### config.mk
export PLATFORM = sky130hd
export DESIGN_NAME = ppc_port
export DESIGN_NICKNAME = d
export VERILOG_FILES = /design/src/ppc_pkg.sv /design/src/ppc_pin_sync.sv /design/src/ppc_port.sv
export SDC_FILE = /design/constraint.sdc
export NUM_CORES = 1
export LEC_CHECK = 0
export ABC_AREA = 1
export BUFFER_PORTS_ARGS = -buffer_cell sky130_fd_sc_hd__clkbuf_2
export CORE_ASPECT_RATIO = 1.2
export CORE_MARGIN = 5
export CORE_UTILIZATION = 56
export CTS_CLUSTER_SIZE = 28
export DETAILED_ROUTE_END_ITERATION = 10
export PLACE_DENSITY = 0.8
export SKIP_CTS_REPAIR_TIMING = 1
export SYNTH_ARGS = -nofsm -noshare
export SYNTH_HDL_FRONTEND = slang
export SYNTH_SLANG_ARGS = --single-unit
### constraint.sdc
create_clock -name hclk -period 2 [get_ports hclk]
set_input_delay 0.1 -clock hclk [delete_from_list [all_inputs] [get_ports hclk]]
set_output_delay 0.1 -clock hclk [all_outputs]
set_load 0.02 [all_outputs]
### src/ppc_pkg.sv
// Purpose: shared constants of the pin configuration and pin-change interrupt block
// Assumes: register indices sit on word addresses (byte address = 4 * index)
// Notes: every offset, field position and reset value is named here once
package ppc_pkg;
    // register indices; byte address is four times the index
    localparam logic [5:0] IDX_MPC_MASK = 6'h00;
    localparam logic [5:0] IDX_INPUT = 6'h08;
    localparam logic [5:0] IDX_IRQ_LEVEL = 6'h09;
    localparam logic [5:0] IDX_IRQ_MASK = 6'h0a;
    localparam logic [5:0] IDX_FLAGS = 6'h0c;
    localparam logic [5:0] IDX_REMAP = 6'h0e;
    localparam logic [5:0] IDX_PIN_CTRL = 6'h10;
    localparam logic [5:0] IDX_PIN_CTRL_LAST = 6'h17;

    // per_pin_control field positions
    localparam int unsigned INV_BIT = 6;
    localparam int unsigned DRV_LSB = 3;
    localparam int unsigned SENSE_LSB = 0;
    localparam logic [7:0] PIN_CTRL_WMASK = 8'h7f;

    // pin_location_remap field position
    localparam int unsigned REMAP_TIMER_A_BIT = 0;

    // irq level field width
    localparam int unsigned LVL_W = 2;

    // reset values
    localparam logic [7:0] RST_BYTE = 8'h00;
    localparam logic [7:0] RST_PIN_CTRL = 8'h00;
    localparam logic [1:0] RST_LVL = 2'h0;

    // drive_pull_select codes
    localparam logic [2:0] DRV_TOTEM = 3'h0;
    localparam logic [2:0] DRV_HOLD_LAST_LEVEL = 3'h1;
    localparam logic [2:0] DRV_PULLDOWN = 3'h2;
    localparam logic [2:0] DRV_PULLUP = 3'h3;
    localparam logic [2:0] DRV_WIRED_OR = 3'h4;
    localparam logic [2:0] DRV_WIRED_AND = 3'h5;
    localparam logic [2:0] DRV_OPEN_SOURCE_PULLDOWN = 3'h6;
    localparam logic [2:0] DRV_OPEN_DRAIN_PULLUP = 3'h7;

    // sense_select codes
    localparam logic [2:0] SENSE_ANY_EDGE = 3'h0;
    localparam logic [2:0] SENSE_RISING = 3'h1;
    localparam logic [2:0] SENSE_FALLING = 3'h2;
    localparam logic [2:0] SENSE_LOW_LEVEL = 3'h3;
    localparam logic [2:0] SENSE_BUFFER_FORCED = 3'h6;
    localparam logic [2:0] SENSE_BUFFER_OFF = 3'h7;
endpackage

### src/ppc_pin_sync.sv
// Purpose: three-stage synchroniser with agreement filter for the port pins
// Assumes: pins change asynchronously to hclk
// Notes: a change is taken once the second and third stages agree
`timescale 1ns/1ps
module ppc_pin_sync #(
    parameter int unsigned WIDTH = 8
) (
    input wire logic hclk,
    input wire logic hresetn,
    input wire logic [WIDTH-1:0] pin_async,
    output logic [WIDTH-1:0] pin_level
);
    logic [WIDTH-1:0] stage1_reg;
    logic [WIDTH-1:0] stage2_reg;
    logic [WIDTH-1:0] stage3_reg;
    logic [WIDTH-1:0] level_reg;

    ////////////////////////////////////////////////////////////////////////////
    // synchroniser chain; stage1 feeds stage2 only
    always_ff @(posedge hclk or negedge hresetn) begin
        if (!hresetn) begin
            stage1_reg <= '0;
            stage2_reg <= '0;
            stage3_reg <= '0;
        end else begin
            stage1_reg <= pin_async;
            stage2_reg <= stage1_reg;
            stage3_reg <= stage2_reg;
        end
    end

    // accept a bit only where the two late stages agree
    always_ff @(posedge hclk or negedge hresetn) begin
        if (!hresetn) begin
            level_reg <= '0;
        end else begin
            level_reg <= (stage2_reg & stage3_reg) | (level_reg & (stage2_reg | stage3_reg));
        end
    end

    assign pin_level = level_reg;
endmodule

### src/ppc_port.sv
// Purpose: pin configuration, pin-change flags and compare-output remap of an 8-pin port
// Assumes: AHB-Lite slave, word transfers, zero wait states, OKAY only
// Notes: direction and output value come from outside this block
`timescale 1ns/1ps
// How it works
// - a pin is an interrupt source only while its source mask bit is one
// - a flag sets when an enabled pin matches its sense mode
// - writing one clears a flag; writing zero leaves it
// - remap bit moves compare output A from pin 0 to pin 4
// - with remap and both timers active, pin 4 carries their OR
// - control bit 6 inverts both driven and read pin data
// - drive field selects totem, pulls, keeper, wired-OR or wired-AND styles
// - sense codes: any edge, rising, falling, low level; 100 and 101 reserved
// - sense 110 forces the input buffer on; 111 turns it off
// - the sense mode governs both flags and events
// - in low-level mode a high pin gives continuous events, low gives none
// - forced-on and off buffer codes exist only on the first ports
// - writing one to a multi-pin mask bit puts that pin in the group
// - with a mask set, a control write updates exactly the masked pins
// - the multi-pin mask clears after any pin control write
// - a nonzero irq level enables the port irq and sets its priority
// - the input register shows each pin while its buffer is on
module ppc_port #(
    parameter int unsigned PINS = 8,
    parameter bit BUFFER_CTRL = 1'b1
) (
    input wire logic hclk,
    input wire logic hresetn,
    input wire logic hsel,
    input wire logic [7:0] haddr,
    input wire logic [1:0] htrans,
    input wire logic hwrite,
    input wire logic [2:0] hsize,
    input wire logic [31:0] hwdata,
    input wire logic hready,
    output logic hreadyout,
    output logic hresp,
    output logic [31:0] hrdata,
    input wire logic [PINS-1:0] pin_in,
    output logic [PINS-1:0] pin_out,
    output logic [PINS-1:0] pin_oe,
    output logic [PINS-1:0] pull_up_en,
    output logic [PINS-1:0] pull_down_en,
    output logic [PINS-1:0] hold_last_level_en,
    output logic [PINS-1:0] input_buffer_en,
    input wire logic [PINS-1:0] port_out_value,
    input wire logic [PINS-1:0] port_dir,
    input wire logic timer_compare_out_a,
    input wire logic timer_compare_out_a_on,
    input wire logic timer2_compare_out_a,
    input wire logic timer2_compare_out_a_on,
    output logic [PINS-1:0] pin_event,
    output logic port_irq,
    output logic [1:0] irq_priority_level
);
    logic [7:0] multi_pin_config_mask_reg;
    logic [7:0] interrupt_source_mask_reg;
    logic [7:0] pin_interrupt_flags_reg;
    logic [7:0] pin_interrupt_flags_next;
    logic timer_out_a_move_reg;
    logic [1:0] irq_level_reg;
    logic [7:0] per_pin_control_reg [PINS];
    logic wr_pend_reg;
    logic [5:0] wr_idx_reg;
    logic [31:0] rdata_reg;
    logic [PINS-1:0] sync_level;
    logic [PINS-1:0] in_data;
    logic [PINS-1:0] in_prev_reg;
    logic [4:0] warm_reg;
    logic [PINS-1:0] buffer_on;
    logic [PINS-1:0] sense_hit;
    logic [PINS-1:0] event_hit;
    logic [PINS-1:0] flag_set;
    logic [PINS-1:0] drive_data;
    logic [PINS-1:0] event_reg;
    logic [PINS-1:0] out_reg;
    logic [PINS-1:0] oe_reg;
    logic [PINS-1:0] pu_reg;
    logic [PINS-1:0] pd_reg;
    logic [PINS-1:0] keep_reg;
    logic addr_take;
    logic [5:0] addr_idx;
    logic wr_ctrl;
    logic [7:0] wr_byte;
    logic [7:0] read_byte;

    // word index of a byte address
    function automatic logic [5:0] word_idx(input logic [7:0] addr);
        return addr[7:2];
    endfunction

    // sense match for one pin; ev selects event meaning over flag meaning
    function automatic logic sense_match(input logic [2:0] code, input logic cur,
                                         input logic prev, input logic ev);
        logic hit;
        hit = 1'b0;
        unique case (code)
            ppc_pkg::SENSE_ANY_EDGE: hit = cur ^ prev;
            ppc_pkg::SENSE_RISING: hit = cur & ~prev;
            ppc_pkg::SENSE_FALLING: hit = ~cur & prev;
            ppc_pkg::SENSE_LOW_LEVEL: hit = ev ? cur : ~cur;
            default: hit = 1'b0; // reserved and buffer codes sense nothing
        endcase
        return hit;
    endfunction

    ////////////////////////////////////////////////////////////////////////////
    // bus decode
    assign addr_take = hsel & hready & htrans[1];
    assign addr_idx = word_idx(haddr);
    assign wr_byte = hwdata[7:0];
    assign wr_ctrl = wr_pend_reg && wr_idx_reg >= ppc_pkg::IDX_PIN_CTRL
                     && wr_idx_reg <= ppc_pkg::IDX_PIN_CTRL_LAST;
    assign hreadyout = 1'b1;
    assign hresp = 1'b0;
    assign hrdata = rdata_reg;

    // write pending into data phase
    always_ff @(posedge hclk or negedge hresetn) begin
        if (!hresetn) begin
            wr_pend_reg <= 1'b0;
            wr_idx_reg <= 6'h00;
        end else begin
            wr_pend_reg <= addr_take & hwrite;
            wr_idx_reg <= addr_idx;
        end
    end

    // read mux; unmapped and reserved bits read zero
    always_comb begin
        read_byte = ppc_pkg::RST_BYTE;
        unique case (addr_idx)
            ppc_pkg::IDX_MPC_MASK: read_byte = multi_pin_config_mask_reg;
            ppc_pkg::IDX_INPUT: read_byte = in_data & buffer_on;
            ppc_pkg::IDX_IRQ_LEVEL: read_byte = {6'h00, irq_level_reg};
            ppc_pkg::IDX_IRQ_MASK: read_byte = interrupt_source_mask_reg;
            ppc_pkg::IDX_FLAGS: read_byte = pin_interrupt_flags_reg;
            ppc_pkg::IDX_REMAP: read_byte = {7'h00, timer_out_a_move_reg};
            default: begin
                if (addr_idx >= ppc_pkg::IDX_PIN_CTRL && addr_idx <= ppc_pkg::IDX_PIN_CTRL_LAST)
                    read_byte = per_pin_control_reg[addr_idx[2:0]];
            end
        endcase
    end

    // read data latched at the address phase, stands in the data phase
    always_ff @(posedge hclk or negedge hresetn) begin
        if (!hresetn) begin
            rdata_reg <= 32'h00000000;
        end else if (addr_take && !hwrite) begin
            rdata_reg <= {24'h000000, read_byte};
        end
    end

    ////////////////////////////////////////////////////////////////////////////
    // plain control registers
    always_ff @(posedge hclk or negedge hresetn) begin
        if (!hresetn) begin
            interrupt_source_mask_reg <= ppc_pkg::RST_BYTE;
            irq_level_reg <= ppc_pkg::RST_LVL;
            timer_out_a_move_reg <= 1'b0;
        end else if (wr_pend_reg) begin
            if (wr_idx_reg == ppc_pkg::IDX_IRQ_MASK)
                interrupt_source_mask_reg <= wr_byte;
            if (wr_idx_reg == ppc_pkg::IDX_IRQ_LEVEL)
                irq_level_reg <= wr_byte[ppc_pkg::LVL_W-1:0];
            if (wr_idx_reg == ppc_pkg::IDX_REMAP)
                timer_out_a_move_reg <= wr_byte[ppc_pkg::REMAP_TIMER_A_BIT];
        end
    end

    // multi-pin mask: set by write, cleared by any pin control write
    always_ff @(posedge hclk or negedge hresetn) begin
        if (!hresetn) begin
            multi_pin_config_mask_reg <= ppc_pkg::RST_BYTE;
        end else if (wr_ctrl) begin
            multi_pin_config_mask_reg <= ppc_pkg::RST_BYTE;
        end else if (wr_pend_reg && wr_idx_reg == ppc_pkg::IDX_MPC_MASK) begin
            multi_pin_config_mask_reg <= wr_byte;
        end
    end

    // pin control registers; masked group or the addressed pin
    always_ff @(posedge hclk or negedge hresetn) begin
        if (!hresetn) begin
            for (int i = 0; i < PINS; i++)
                per_pin_control_reg[i] <= ppc_pkg::RST_PIN_CTRL;
        end else if (wr_ctrl) begin
            for (int i = 0; i < PINS; i++) begin
                if (multi_pin_config_mask_reg != 8'h00) begin
                    if (multi_pin_config_mask_reg[i])
                        per_pin_control_reg[i] <= wr_byte & ppc_pkg::PIN_CTRL_WMASK;
                end else if (wr_idx_reg[2:0] == 3'(i)) begin
                    per_pin_control_reg[i] <= wr_byte & ppc_pkg::PIN_CTRL_WMASK;
                end
            end
        end
    end

    ////////////////////////////////////////////////////////////////////////////
    // input path
    ppc_pin_sync #(
        .WIDTH(PINS)
    ) u_sync (
        .hclk(hclk),
        .hresetn(hresetn),
        .pin_async(pin_in),
        .pin_level(sync_level)
    );

    // inversion, buffer control and sense decode per pin
    always_comb begin
        for (int i = 0; i < PINS; i++) begin
            in_data[i] = sync_level[i] ^ per_pin_control_reg[i][ppc_pkg::INV_BIT];
            buffer_on[i] = !(BUFFER_CTRL && per_pin_control_reg[i][2:0]
                             == ppc_pkg::SENSE_BUFFER_OFF);
            sense_hit[i] = warm_reg[4] && sense_match(per_pin_control_reg[i][2:0], in_data[i],
                in_prev_reg[i], 1'b0);
            event_hit[i] = warm_reg[4] && buffer_on[i] && sense_match(per_pin_control_reg[i][2:0],
                in_data[i], in_prev_reg[i], 1'b1);
        end
    end

    assign flag_set = sense_hit & buffer_on & interrupt_source_mask_reg;

    // previous input, post-reset warm-up and event outputs
    always_ff @(posedge hclk or negedge hresetn) begin
        if (!hresetn) begin
            in_prev_reg <= '0;
            warm_reg <= '0;
            event_reg <= '0;
        end else begin
            in_prev_reg <= in_data;
            warm_reg <= {warm_reg[3:0], 1'b1}; // no false edge while the sync chain fills
            event_reg <= event_hit;
        end
    end

    ////////////////////////////////////////////////////////////////////////////
    // flags: write one clears, a new set wins over the clear
    always_comb begin
        pin_interrupt_flags_next = pin_interrupt_flags_reg;
        if (wr_pend_reg && wr_idx_reg == ppc_pkg::IDX_FLAGS)
            pin_interrupt_flags_next = pin_interrupt_flags_next & ~wr_byte;
        pin_interrupt_flags_next = pin_interrupt_flags_next | flag_set;
    end

    always_ff @(posedge hclk or negedge hresetn) begin
        if (!hresetn) begin
            pin_interrupt_flags_reg <= ppc_pkg::RST_BYTE;
        end else begin
            pin_interrupt_flags_reg <= pin_interrupt_flags_next;
        end
    end

    // port irq request and its level
    assign port_irq = (|pin_interrupt_flags_reg) && (irq_level_reg != 2'h0);
    assign irq_priority_level = irq_level_reg;
    assign pin_event = event_reg;
    assign input_buffer_en = buffer_on;

    ////////////////////////////////////////////////////////////////////////////
    // output data with timer compare routing
    always_comb begin
        drive_data = port_out_value;
        if (!timer_out_a_move_reg) begin
            if (timer_compare_out_a_on)
                drive_data[0] = timer_compare_out_a;
            if (timer2_compare_out_a_on)
                drive_data[4] = timer2_compare_out_a;
        end else if (timer_compare_out_a_on || timer2_compare_out_a_on) begin
            drive_data[4] = (timer_compare_out_a_on & timer_compare_out_a)
                            | (timer2_compare_out_a_on & timer2_compare_out_a);
        end
    end

    // drive style and pulls per pin, registered
    always_ff @(posedge hclk or negedge hresetn) begin
        if (!hresetn) begin
            out_reg <= '0;
            oe_reg <= '0;
            pu_reg <= '0;
            pd_reg <= '0;
            keep_reg <= '0;
        end else begin
            for (int i = 0; i < PINS; i++) begin
                logic v;
                logic [2:0] drv;
                v = drive_data[i] ^ per_pin_control_reg[i][ppc_pkg::INV_BIT];
                drv = per_pin_control_reg[i][ppc_pkg::DRV_LSB +: 3];
                out_reg[i] <= v;
                oe_reg[i] <= port_dir[i];
                pu_reg[i] <= 1'b0;
                pd_reg[i] <= 1'b0;
                keep_reg[i] <= 1'b0;
                unique case (drv)
                    ppc_pkg::DRV_TOTEM: ;
                    ppc_pkg::DRV_HOLD_LAST_LEVEL: keep_reg[i] <= 1'b1;
                    ppc_pkg::DRV_PULLDOWN: pd_reg[i] <= ~port_dir[i];
                    ppc_pkg::DRV_PULLUP: pu_reg[i] <= ~port_dir[i];
                    ppc_pkg::DRV_WIRED_OR: oe_reg[i] <= port_dir[i] & v;
                    ppc_pkg::DRV_WIRED_AND: oe_reg[i] <= port_dir[i] & ~v;
                    ppc_pkg::DRV_OPEN_SOURCE_PULLDOWN: begin
                        oe_reg[i] <= port_dir[i] & v;
                        pd_reg[i] <= 1'b1;
                    end
                    ppc_pkg::DRV_OPEN_DRAIN_PULLUP: begin
                        oe_reg[i] <= port_dir[i] & ~v;
                        pu_reg[i] <= 1'b1;
                    end
                endcase
            end
        end
    end

    assign pin_out = out_reg;
    assign pin_oe = oe_reg;
    assign pull_up_en = pu_reg;
    assign pull_down_en = pd_reg;
    assign hold_last_level_en = keep_reg;
endmodule
==> results of run 1 <==
-- cells by family (layout without fill, tap and decap cells) --
group	Yosys count	after routing	synth area share
and+or+nand+nor	608	608	0.294
DFF	191	191	0.525
xor gates and xnor gates	15	15	0.0144
AOI/OAI and AO/OA	70	70	0.0451
adders and majority gates	17	17	0.0212
buffers and inverters	201	336	0.0995
other	2	27	0.000825
-- layer usage --
layer  global-route usage  share of wire
met1                0.311           0.38
met2                0.438           0.50
met3               0.0568          0.081
met4                0.126          0.048
met5                    0              0
-- power by group through the flow --
stage	clock network, mW	logic, mW	registers, mW
after global placement	0	2.26	4.88
after global routing	3.36	2.67	4.90
after floorplan	0	1.36	5.03
after detailed placement	0	2.33	4.89
after CTS	3.21	2.34	4.83
final	3.17	2.39	4.84
-- worst paths after layout --
kind	start	to	cells past startpoint
setup / recovery	per_pin_control_reg[22]	pin_interrupt_flags_reg[5]	10
hold / removal	haddr[4]	wr_idx_reg[2]	1
setup reg to reg	per_pin_control_reg[22]	pin_interrupt_flags_reg[5]	10
hold reg to reg	u_sync.stage1_reg[3]	u_sync.stage2_reg[3]	0
max in group asynchronous	hresetn	per_pin_control_reg[35]	3
min in group asynchronous	hresetn	pull_up_en[6]	2
-- synthesized netlist by cell type, types with 3 or more instances --
cell type,number
inv_2,5
ha_1,9
buf_2,8
nor2_2,4
buf_4,29
clkbuf_1,10
xor2_1,14
nand2_1,313
nand2_2,19
nor3_1,34
nand4_1,16
nor2_1,80
o211ai_1,7
o21ai_2,7
o21ai_1,4
inv_1,143
o22ai_1,9
nand3_1,127
a21oi_1,19
nand3b_1,3
maj3_1,8
nor2_4,3
o21ai_0,22
dfrtp_1,191
buf_6,4
-- final cells by class --
class                           count  area (um^2)  area share
Timing Repair Buffer              156         1020      0.0954
Tap cell                          212          265      0.0248
Multi-Input combinational cell    737         3520       0.329
Clock buffer                       20          467      0.0436
Clock inverter                     11         85.1     0.00796
Sequential cell                   191         4780       0.447
Inverter                          149          561      0.0524
-- critical path: cells and delay by family, from the launching register on --
family | cells | cell delay [ns]
compound gates | 2 | 0.28
buf+inv | 2 | 0.18
fa+ha+maj | 1 | 0.27
flops | 1 | 0.41
simple gates | 5 | 0.53
==> impl_metrics.yaml, run 1 <==
status:
  run_status: "finished clean"
min_path:
  hold_class: "in2reg"
timing:
  hold_viol_final: 0
  finalSetupTns_ns: 0
  skew_ns: 0.0126
  timing.hold.ws_ns: 0.0204
  rsz0062_at_grt: "false"
  final-setup-viol-count: 0
  tightest_slew_ns: 0.583
  slew_headroom: 0.612
  max_freq_ghz: 0.576
  finalCritPeriodShare: 0.868
  fin_crit_ns: 1.74
  slew_violations: 0
  setup_ws_ns: 0.264
synthesis:
  ys_seq_elements: 191
  syn_area_per_cell_um2: 8.25
  synth_enable_flop_cells: 0
  synthCells: 1104
  synth_top_area_share: 0.525
  synth-async-reset-ratio: 1.00
  synth_flop_cell: "dfrtp_1"
  synth-seq-area-share: 0.525
  yosys_warnings: 0
  ys_types: 39
  synth.area.top_cells: "dfrtp_1 (52%), nand2_1 (13%), nand3_1 (7.0%)"
  synth_area_um2: 9110
  yosysTopAreaCell: "dfrtp_1"
global_route:
  grt_pass1_wl_mm: 37.9
  first_global_vias: 7438
  grt_util_all_layers: 0.258
  overflow: 0
  grt_max_degree: 64
  antenna_found_initial: 0
final_layout:
  fin_nets: 1339
  antenna_cells: 0
  area_growth_pct: 17.4
  final_common_cell: "nand2_1"
  fin_cells: 1476
  fillCellCount: 1344
  drive_gt1_frac: 0.160
  largest_register_ffs: 56
  fin_area_um2: 10700
  final_cell_mix: "nand2_1 (313), dfrtp_1 (191), inv_1 (143)"
  finish.utilization: 0.665
pwr:
  ir_worst_vdd_mv: 0.711
  combPwrFrac: 0.230
  netSwitchingFraction: 0.339
  power_mw: 10.4
  power_frac_seq: 0.466
  p_clk_frac: 0.305
  intPower_mw: 6.87
  switchingPower_mw: 3.52
  p_per_area_nw_per_um2: 971
  leakage_nw: 5.88
placed_design:
  gp_congestion: 1.00
  place_ws_ns: 0.338
  place_hpwl_mm: 17.3
  place_area_um2: 9840
  port_buffers: 114
  place_inst: 1415
worst_setup_path:
  slowest_stage: "dfrtp_1"
  crit_chain: "inv_1, nand2_1, nand2_1, inv_1, ha_1, a21oi_1, o211ai_1, nand3_1, nand3_1, nand2_1"
  arrival_ns: 2.11
  slowest_delay_ns: 0.41
  critPathCaptureType: "register"
  cp_max_fo: 4
  startpoint_type: "register"
  required_ns: 2.38
  crit_path_frequent_cell: "nand2_1"
  crit_type: "reg2reg"
  reg2reg_slack_ns: 0.26
route:
  first_pass_iters: 6
  wirelength_mm: 24.1
  via_per_inst: 5.38
  drt_iter0_drc: 682
  drc: 0
  routed-via-count: 7934
  wire_per_inst_um: 16.4
  ant_nets: 0
clock_network:
  clockBufferDepth: 2
  cts.clk_slew.worst_paths_ns: 0.07
  clock_latency_ns: 0.44
  cts_tree: "yes"
  cts_inserted_buffers: 17
  h-tree-depth: 4
  cts_sinks: 191
  cts-root-buf: "clkbuf_16"
die:
  ioPinCount: 171
  die_h_um: 150
  core_area_um2: 16100
  die_area_um2: 18900
  fp-row-count: 51
  fp.dieW_um: 126
  start_util: 0.566
flow_run:
  drv_cap: 0
Note: power is estimated with default switching activity, not from simulation.
==> inputs of run 2 (changes only) <==
--- a/config.mk
+++ b/config.mk
@@ -9,10 +9,10 @@
 export BUFFER_PORTS_ARGS = -buffer_cell sky130_fd_sc_hd__clkbuf_2
 export CORE_ASPECT_RATIO = 1.2
 export CORE_MARGIN = 5
-export CORE_UTILIZATION = 56
+export CORE_UTILIZATION = 52
 export CTS_CLUSTER_SIZE = 28
 export DETAILED_ROUTE_END_ITERATION = 10
-export PLACE_DENSITY = 0.8
+export PLACE_DENSITY = 0.75
 export SKIP_CTS_REPAIR_TIMING = 1
 export SYNTH_ARGS = -nofsm -noshare
 export SYNTH_HDL_FRONTEND = slang
==> impl_metrics.yaml, run 2 (synthesis gave the netlist of run 1 again) <==
clock_network:
  h-tree-depth: 4
  cts_sinks: 191
  clock_latency_ns: 0.44
  clockBufferDepth: 2
  cts-root-buf: "clkbuf_16"
  cts_inserted_buffers: 17
  cts_tree: "yes"
  cts.clk_slew.worst_paths_ns: 0.07
placed_design:
  port_buffers: 114
  place_ws_ns: 0.333
  place_inst: 1427
  place_area_um2: 9870
  place_hpwl_mm: 18.1
  gp_congestion: 1.00
timing:
  skew_ns: 0.0105
  finalCritPeriodShare: 0.869
  slew_violations: 0
  max_freq_ghz: 0.575
  fin_crit_ns: 1.74
  hold_viol_final: 0
  final-setup-viol-count: 0
  timing.hold.ws_ns: 0.00936
  finalSetupTns_ns: 0
  setup_ws_ns: 0.262
  rsz0062_at_grt: "false"
worst_setup_path:
  startpoint_type: "register"
  required_ns: 2.32
  ff2ff_path_depth: 10
  arrival_ns: 2.06
  rr_endpoint: "pin_interrupt_flags_reg[1]"
  slowest_stage: "dfrtp_1"
  critPathCaptureType: "register"
  crit_type: "reg2reg"
  reg2reg_slack_ns: 0.26
  timing.rr.start: "per_pin_control_reg[54]"
  slowest_delay_ns: 0.42
  cp_max_fo: 5
  crit_chain: "inv_1, nand2_1, nand2_1, inv_1, ha_1, inv_1, o211ai_1, nand3_1, nand3_1, nand2_1"
die:
  fp-row-count: 53
  die_area_um2: 20300
  ioPinCount: 171
  die_h_um: 155
  core_area_um2: 17400
  start_util: 0.524
  fp.dieW_um: 131
global_route:
  grt_util_all_layers: 0.252
  antenna_found_initial: 0
  overflow: 0
  grt_max_degree: 58
  grt_pass1_wl_mm: 39.0
  first_global_vias: 7495
route:
  wl_met1_mm: 9.87
  wirelength_mm: 24.8
  wire_per_inst_um: 16.6
  top_layer_used: "met4"
  drc: 0
  met2_length_mm: 12.2
  wl_met3_mm: 1.71
  routed-via-count: 7867
  drt_iter0_drc: 568
  via_per_inst: 5.29
  first_pass_iters: 8
  ant_nets: 0
final_layout:
  fin_nets: 1343
  final_common_cell: "nand2_1"
  fin_area_um2: 10800
  finish.utilization: 0.620
  drive_gt1_frac: 0.161
  fillCellCount: 1540
  area_growth_pct: 18.3
  fin_cells: 1487
  final_cell_mix: "nand2_1 (313), dfrtp_1 (191), inv_1 (143)"
  antenna_cells: 0
  largest_register_ffs: 56
pwr:
  power_mw: 10.8
  leakage_nw: 5.92
  ir_worst_vdd_mv: 0.626
  p_per_area_nw_per_um2: 999
min_path:
  hold_class: "in2reg"
  holdPathEnd: "wr_idx_reg[2]"
  min_from: "haddr[4]"
  holdPathStages: 1
status:
  run_status: "finished clean"
flow_run:
  drv_cap: 0
run 2: how the worst max path moves through the flow:
stage                                 end                     from  cells after the start
6_report       pin_interrupt_flags_reg[1]  per_pin_control_reg[54]                     10
5_1_grt        pin_interrupt_flags_reg[0]  per_pin_control_reg[62]                     10
4_1_cts        pin_interrupt_flags_reg[1]  per_pin_control_reg[54]                     10
3_5_place_dp   pin_interrupt_flags_reg[0]  per_pin_control_reg[62]                     10
3_3_place_gp   pin_interrupt_flags_reg[5]  per_pin_control_reg[22]                     10
2_1_floorplan  pin_interrupt_flags_reg[2]  per_pin_control_reg[46]                      8
run 2: power by group:
group / internal (mW) / total [mW] / leakage, nW / switching [mW]
Clock: 2.11 / 3.52 / 0.291 / 1.42
Sequential: 4.40 / 4.85 / 2.18 / 0.447
Combinational: 0.775 / 2.39 / 3.45 / 1.62
Total: 7.28 / 10.8 / 5.92 / 3.48
run 2: critical path, delay by kind of cell (launching register included):
family          cells  cell delay, ns
compound gates      1            0.27
fa+ha+maj           1            0.28
buf+inv             3            0.22
flops               1            0.42
simple gates        5            0.45
run 2: routing by layer:
metal,up-vias,global-route usage
met5,-,0
met4,0,0.113
met3,56,0.0546
met2,331,0.415
met1,3736,0.316
li1,3744,-
run 2: final cells by class:
cell class,count,area [um^2],share of cell area
Sequential cell,191,4780,0.443
Inverter,149,561,0.0520
Multi-Input combinational cell,737,3520,0.326
Tap cell,220,275,0.0255
Clock inverter,11,166,0.0154
Clock buffer,19,443,0.0411
Timing Repair Buffer,160,1040,0.0962
==> inputs of run 3 (changes only) <==
--- a/config.mk
+++ b/config.mk
@@ -8,7 +8,6 @@
 export ABC_AREA = 1
 export BUFFER_PORTS_ARGS = -buffer_cell sky130_fd_sc_hd__clkbuf_2
 export CORE_ASPECT_RATIO = 1.2
-export CORE_MARGIN = 5
 export CORE_UTILIZATION = 52
 export CTS_CLUSTER_SIZE = 28
 export DETAILED_ROUTE_END_ITERATION = 10
==> impl_metrics.yaml, run 3 (synthesis gave the netlist of run 1 again) <==
status:
  run_status: "finished clean"
placed_design:
  place_area_um2: 9860
  place_ws_ns: 0.302
  place_hpwl_mm: 17.0
  place_inst: 1422
  port_buffers: 114
  gp_congestion: 0.989
clock_network:
  cts_inserted_buffers: 17
  cts.clk_slew.worst_paths_ns: 0.07
  cts_sinks: 191
  clock_latency_ns: 0.44
  cts_tree: "yes"
  cts-root-buf: "clkbuf_16"
  clockBufferDepth: 2
  h-tree-depth: 4
timing:
  final-setup-viol-count: 0
  skew_ns: 0.00736
  max_freq_ghz: 0.573
  finalCritPeriodShare: 0.872
  slew_violations: 0
  finalSetupTns_ns: 0
  hold_viol_final: 0
  setup_ws_ns: 0.256
  fin_crit_ns: 1.74
  rsz0062_at_grt: "false"
die:
  die_h_um: 147
  fp.dieW_um: 123
  fp-row-count: 52
  die_area_um2: 18100
  core_area_um2: 17000
  start_util: 0.536
  ioPinCount: 171
worst_setup_path:
  cp_max_fo: 6
  ff2ff_path_depth: 10
  timing.rr.start: "per_pin_control_reg[62]"
  slowest_stage: "dfrtp_1"
  crit_chain: "inv_1, nand2_1, nand2_1, inv_1, ha_1, a21oi_1, o211ai_1, nand3_1, nand3_1, nand2_1"
  rr_endpoint: "pin_interrupt_flags_reg[0]"
  slowest_delay_ns: 0.46
  reg2reg_slack_ns: 0.26
  crit_path_frequent_cell: "nand2_1"
  required_ns: 2.37
  startpoint_type: "register"
  crit_type: "reg2reg"
  arrival_ns: 2.12
  critPathCaptureType: "register"
final_layout:
  drive_gt1_frac: 0.161
  area_growth_pct: 18.6
  final_common_cell: "nand2_1"
  final_cell_mix: "nand2_1 (313), dfrtp_1 (191), inv_1 (143)"
  fin_cells: 1485
  finish.utilization: 0.636
  fin_area_um2: 10800
  fin_nets: 1344
  largest_register_ffs: 56
  antenna_cells: 0
route:
  drt_iter0_drc: 535
  via_per_inst: 5.28
  first_pass_iters: 5
  drc: 0
  ant_nets: 0
  wire_per_inst_um: 15.9
  wirelength_mm: 23.7
  routed-via-count: 7834
global_route:
  grt_pass1_wl_mm: 36.8
  overflow: 0
  antenna_found_initial: 0
  grt_max_degree: 59
  first_global_vias: 7197
  grt_util_all_layers: 0.274
min_path:
  holdPathEnd: "wr_idx_reg[0]"
  min_from: "haddr[2]"
  hold_class: "in2reg"
  holdPathStages: 2
pwr:
  leakage_nw: 5.94
  ir_worst_vdd_mv: 0.669
  p_per_area_nw_per_um2: 999
flow_run:
  drv_cap: 0
## run 3: cell types whose count changed in the layout (fill, tap and decap cells not counted)
cell           delta
buf_4             -1
bufinv_16         -1
clkbuf_8          +4
clkinv_2          -2
clkinv_4          +2
clkinvlp_4        -2
dlygate4sd3_1     +2
## run 3: worst max path at each step
stage / start / to / slack (ns) / cells after the start
final: per_pin_control_reg[62] / pin_interrupt_flags_reg[0] / 0.26 / 10
after global placement: per_pin_control_reg[46] / pin_interrupt_flags_reg[2] / 0.36 / 7
after floorplan: per_pin_control_reg[46] / pin_interrupt_flags_reg[2] / 0.52 / 8
after detailed placement: wr_idx_reg[4] / pin_interrupt_flags_reg[7] / 0.30 / 4
after global routing: per_pin_control_reg[62] / pin_interrupt_flags_reg[0] / 0.09 / 10
after CTS: per_pin_control_reg[38] / pin_event[3] / 0.27 / 10
## run 3: area by class of cell
type / count / area (um^2)
repair buffers: 161 / 1050
clock buffers: 23 / 498
well taps: 216 / 270
inverters: 149 / 561
flip-flops and latches: 191 / 4780
fillers: 1439 / 6180
clock inverters: 8 / 129
multi-input cells: 737 / 3520
## run 3: worst max-delay path, delay by kind of cell (launching register included)
kind	cells	cell delay, ns
compound gates	2	0.27
simple gates	5	0.45
fa+ha+maj	1	0.28
buf+inv	2	0.22
flops	1	0.46
## run 3: per-stage QoR
stage	power (mW)	hold slack (ns)
final	10.8	0.0161
after global routing	11.3	0.00517
after CTS	10.8	-0.349
after detailed placement	7.21	0.103
after global placement	7.14	0.106
after floorplan	6.39	-0.196
## run 3: metal layers
layer | track usage | routed length (um) | vias to the layer above
met3 | 0.0563 | 1340 | 74
met2 | 0.441 | 11600 | 290
met5 | 0 | 0 | -
met1 | 0.344 | 9690 | 3723
li1 | - | - | 3747
met4 | 0.147 | 1070 | 0
## run 3: report_power, final
| group | switching (mW) | internal [mW] | leakage, nW | total (mW) |
|---|---|---|---|---|
| sequential | 0.444 | 4.40 | 2.18 | 4.85 |
| combinational | 1.61 | 0.776 | 3.45 | 2.38 |
| clock | 1.44 | 2.13 | 0.305 | 3.57 |
| total | 3.49 | 7.31 | 5.94 | 10.8 |
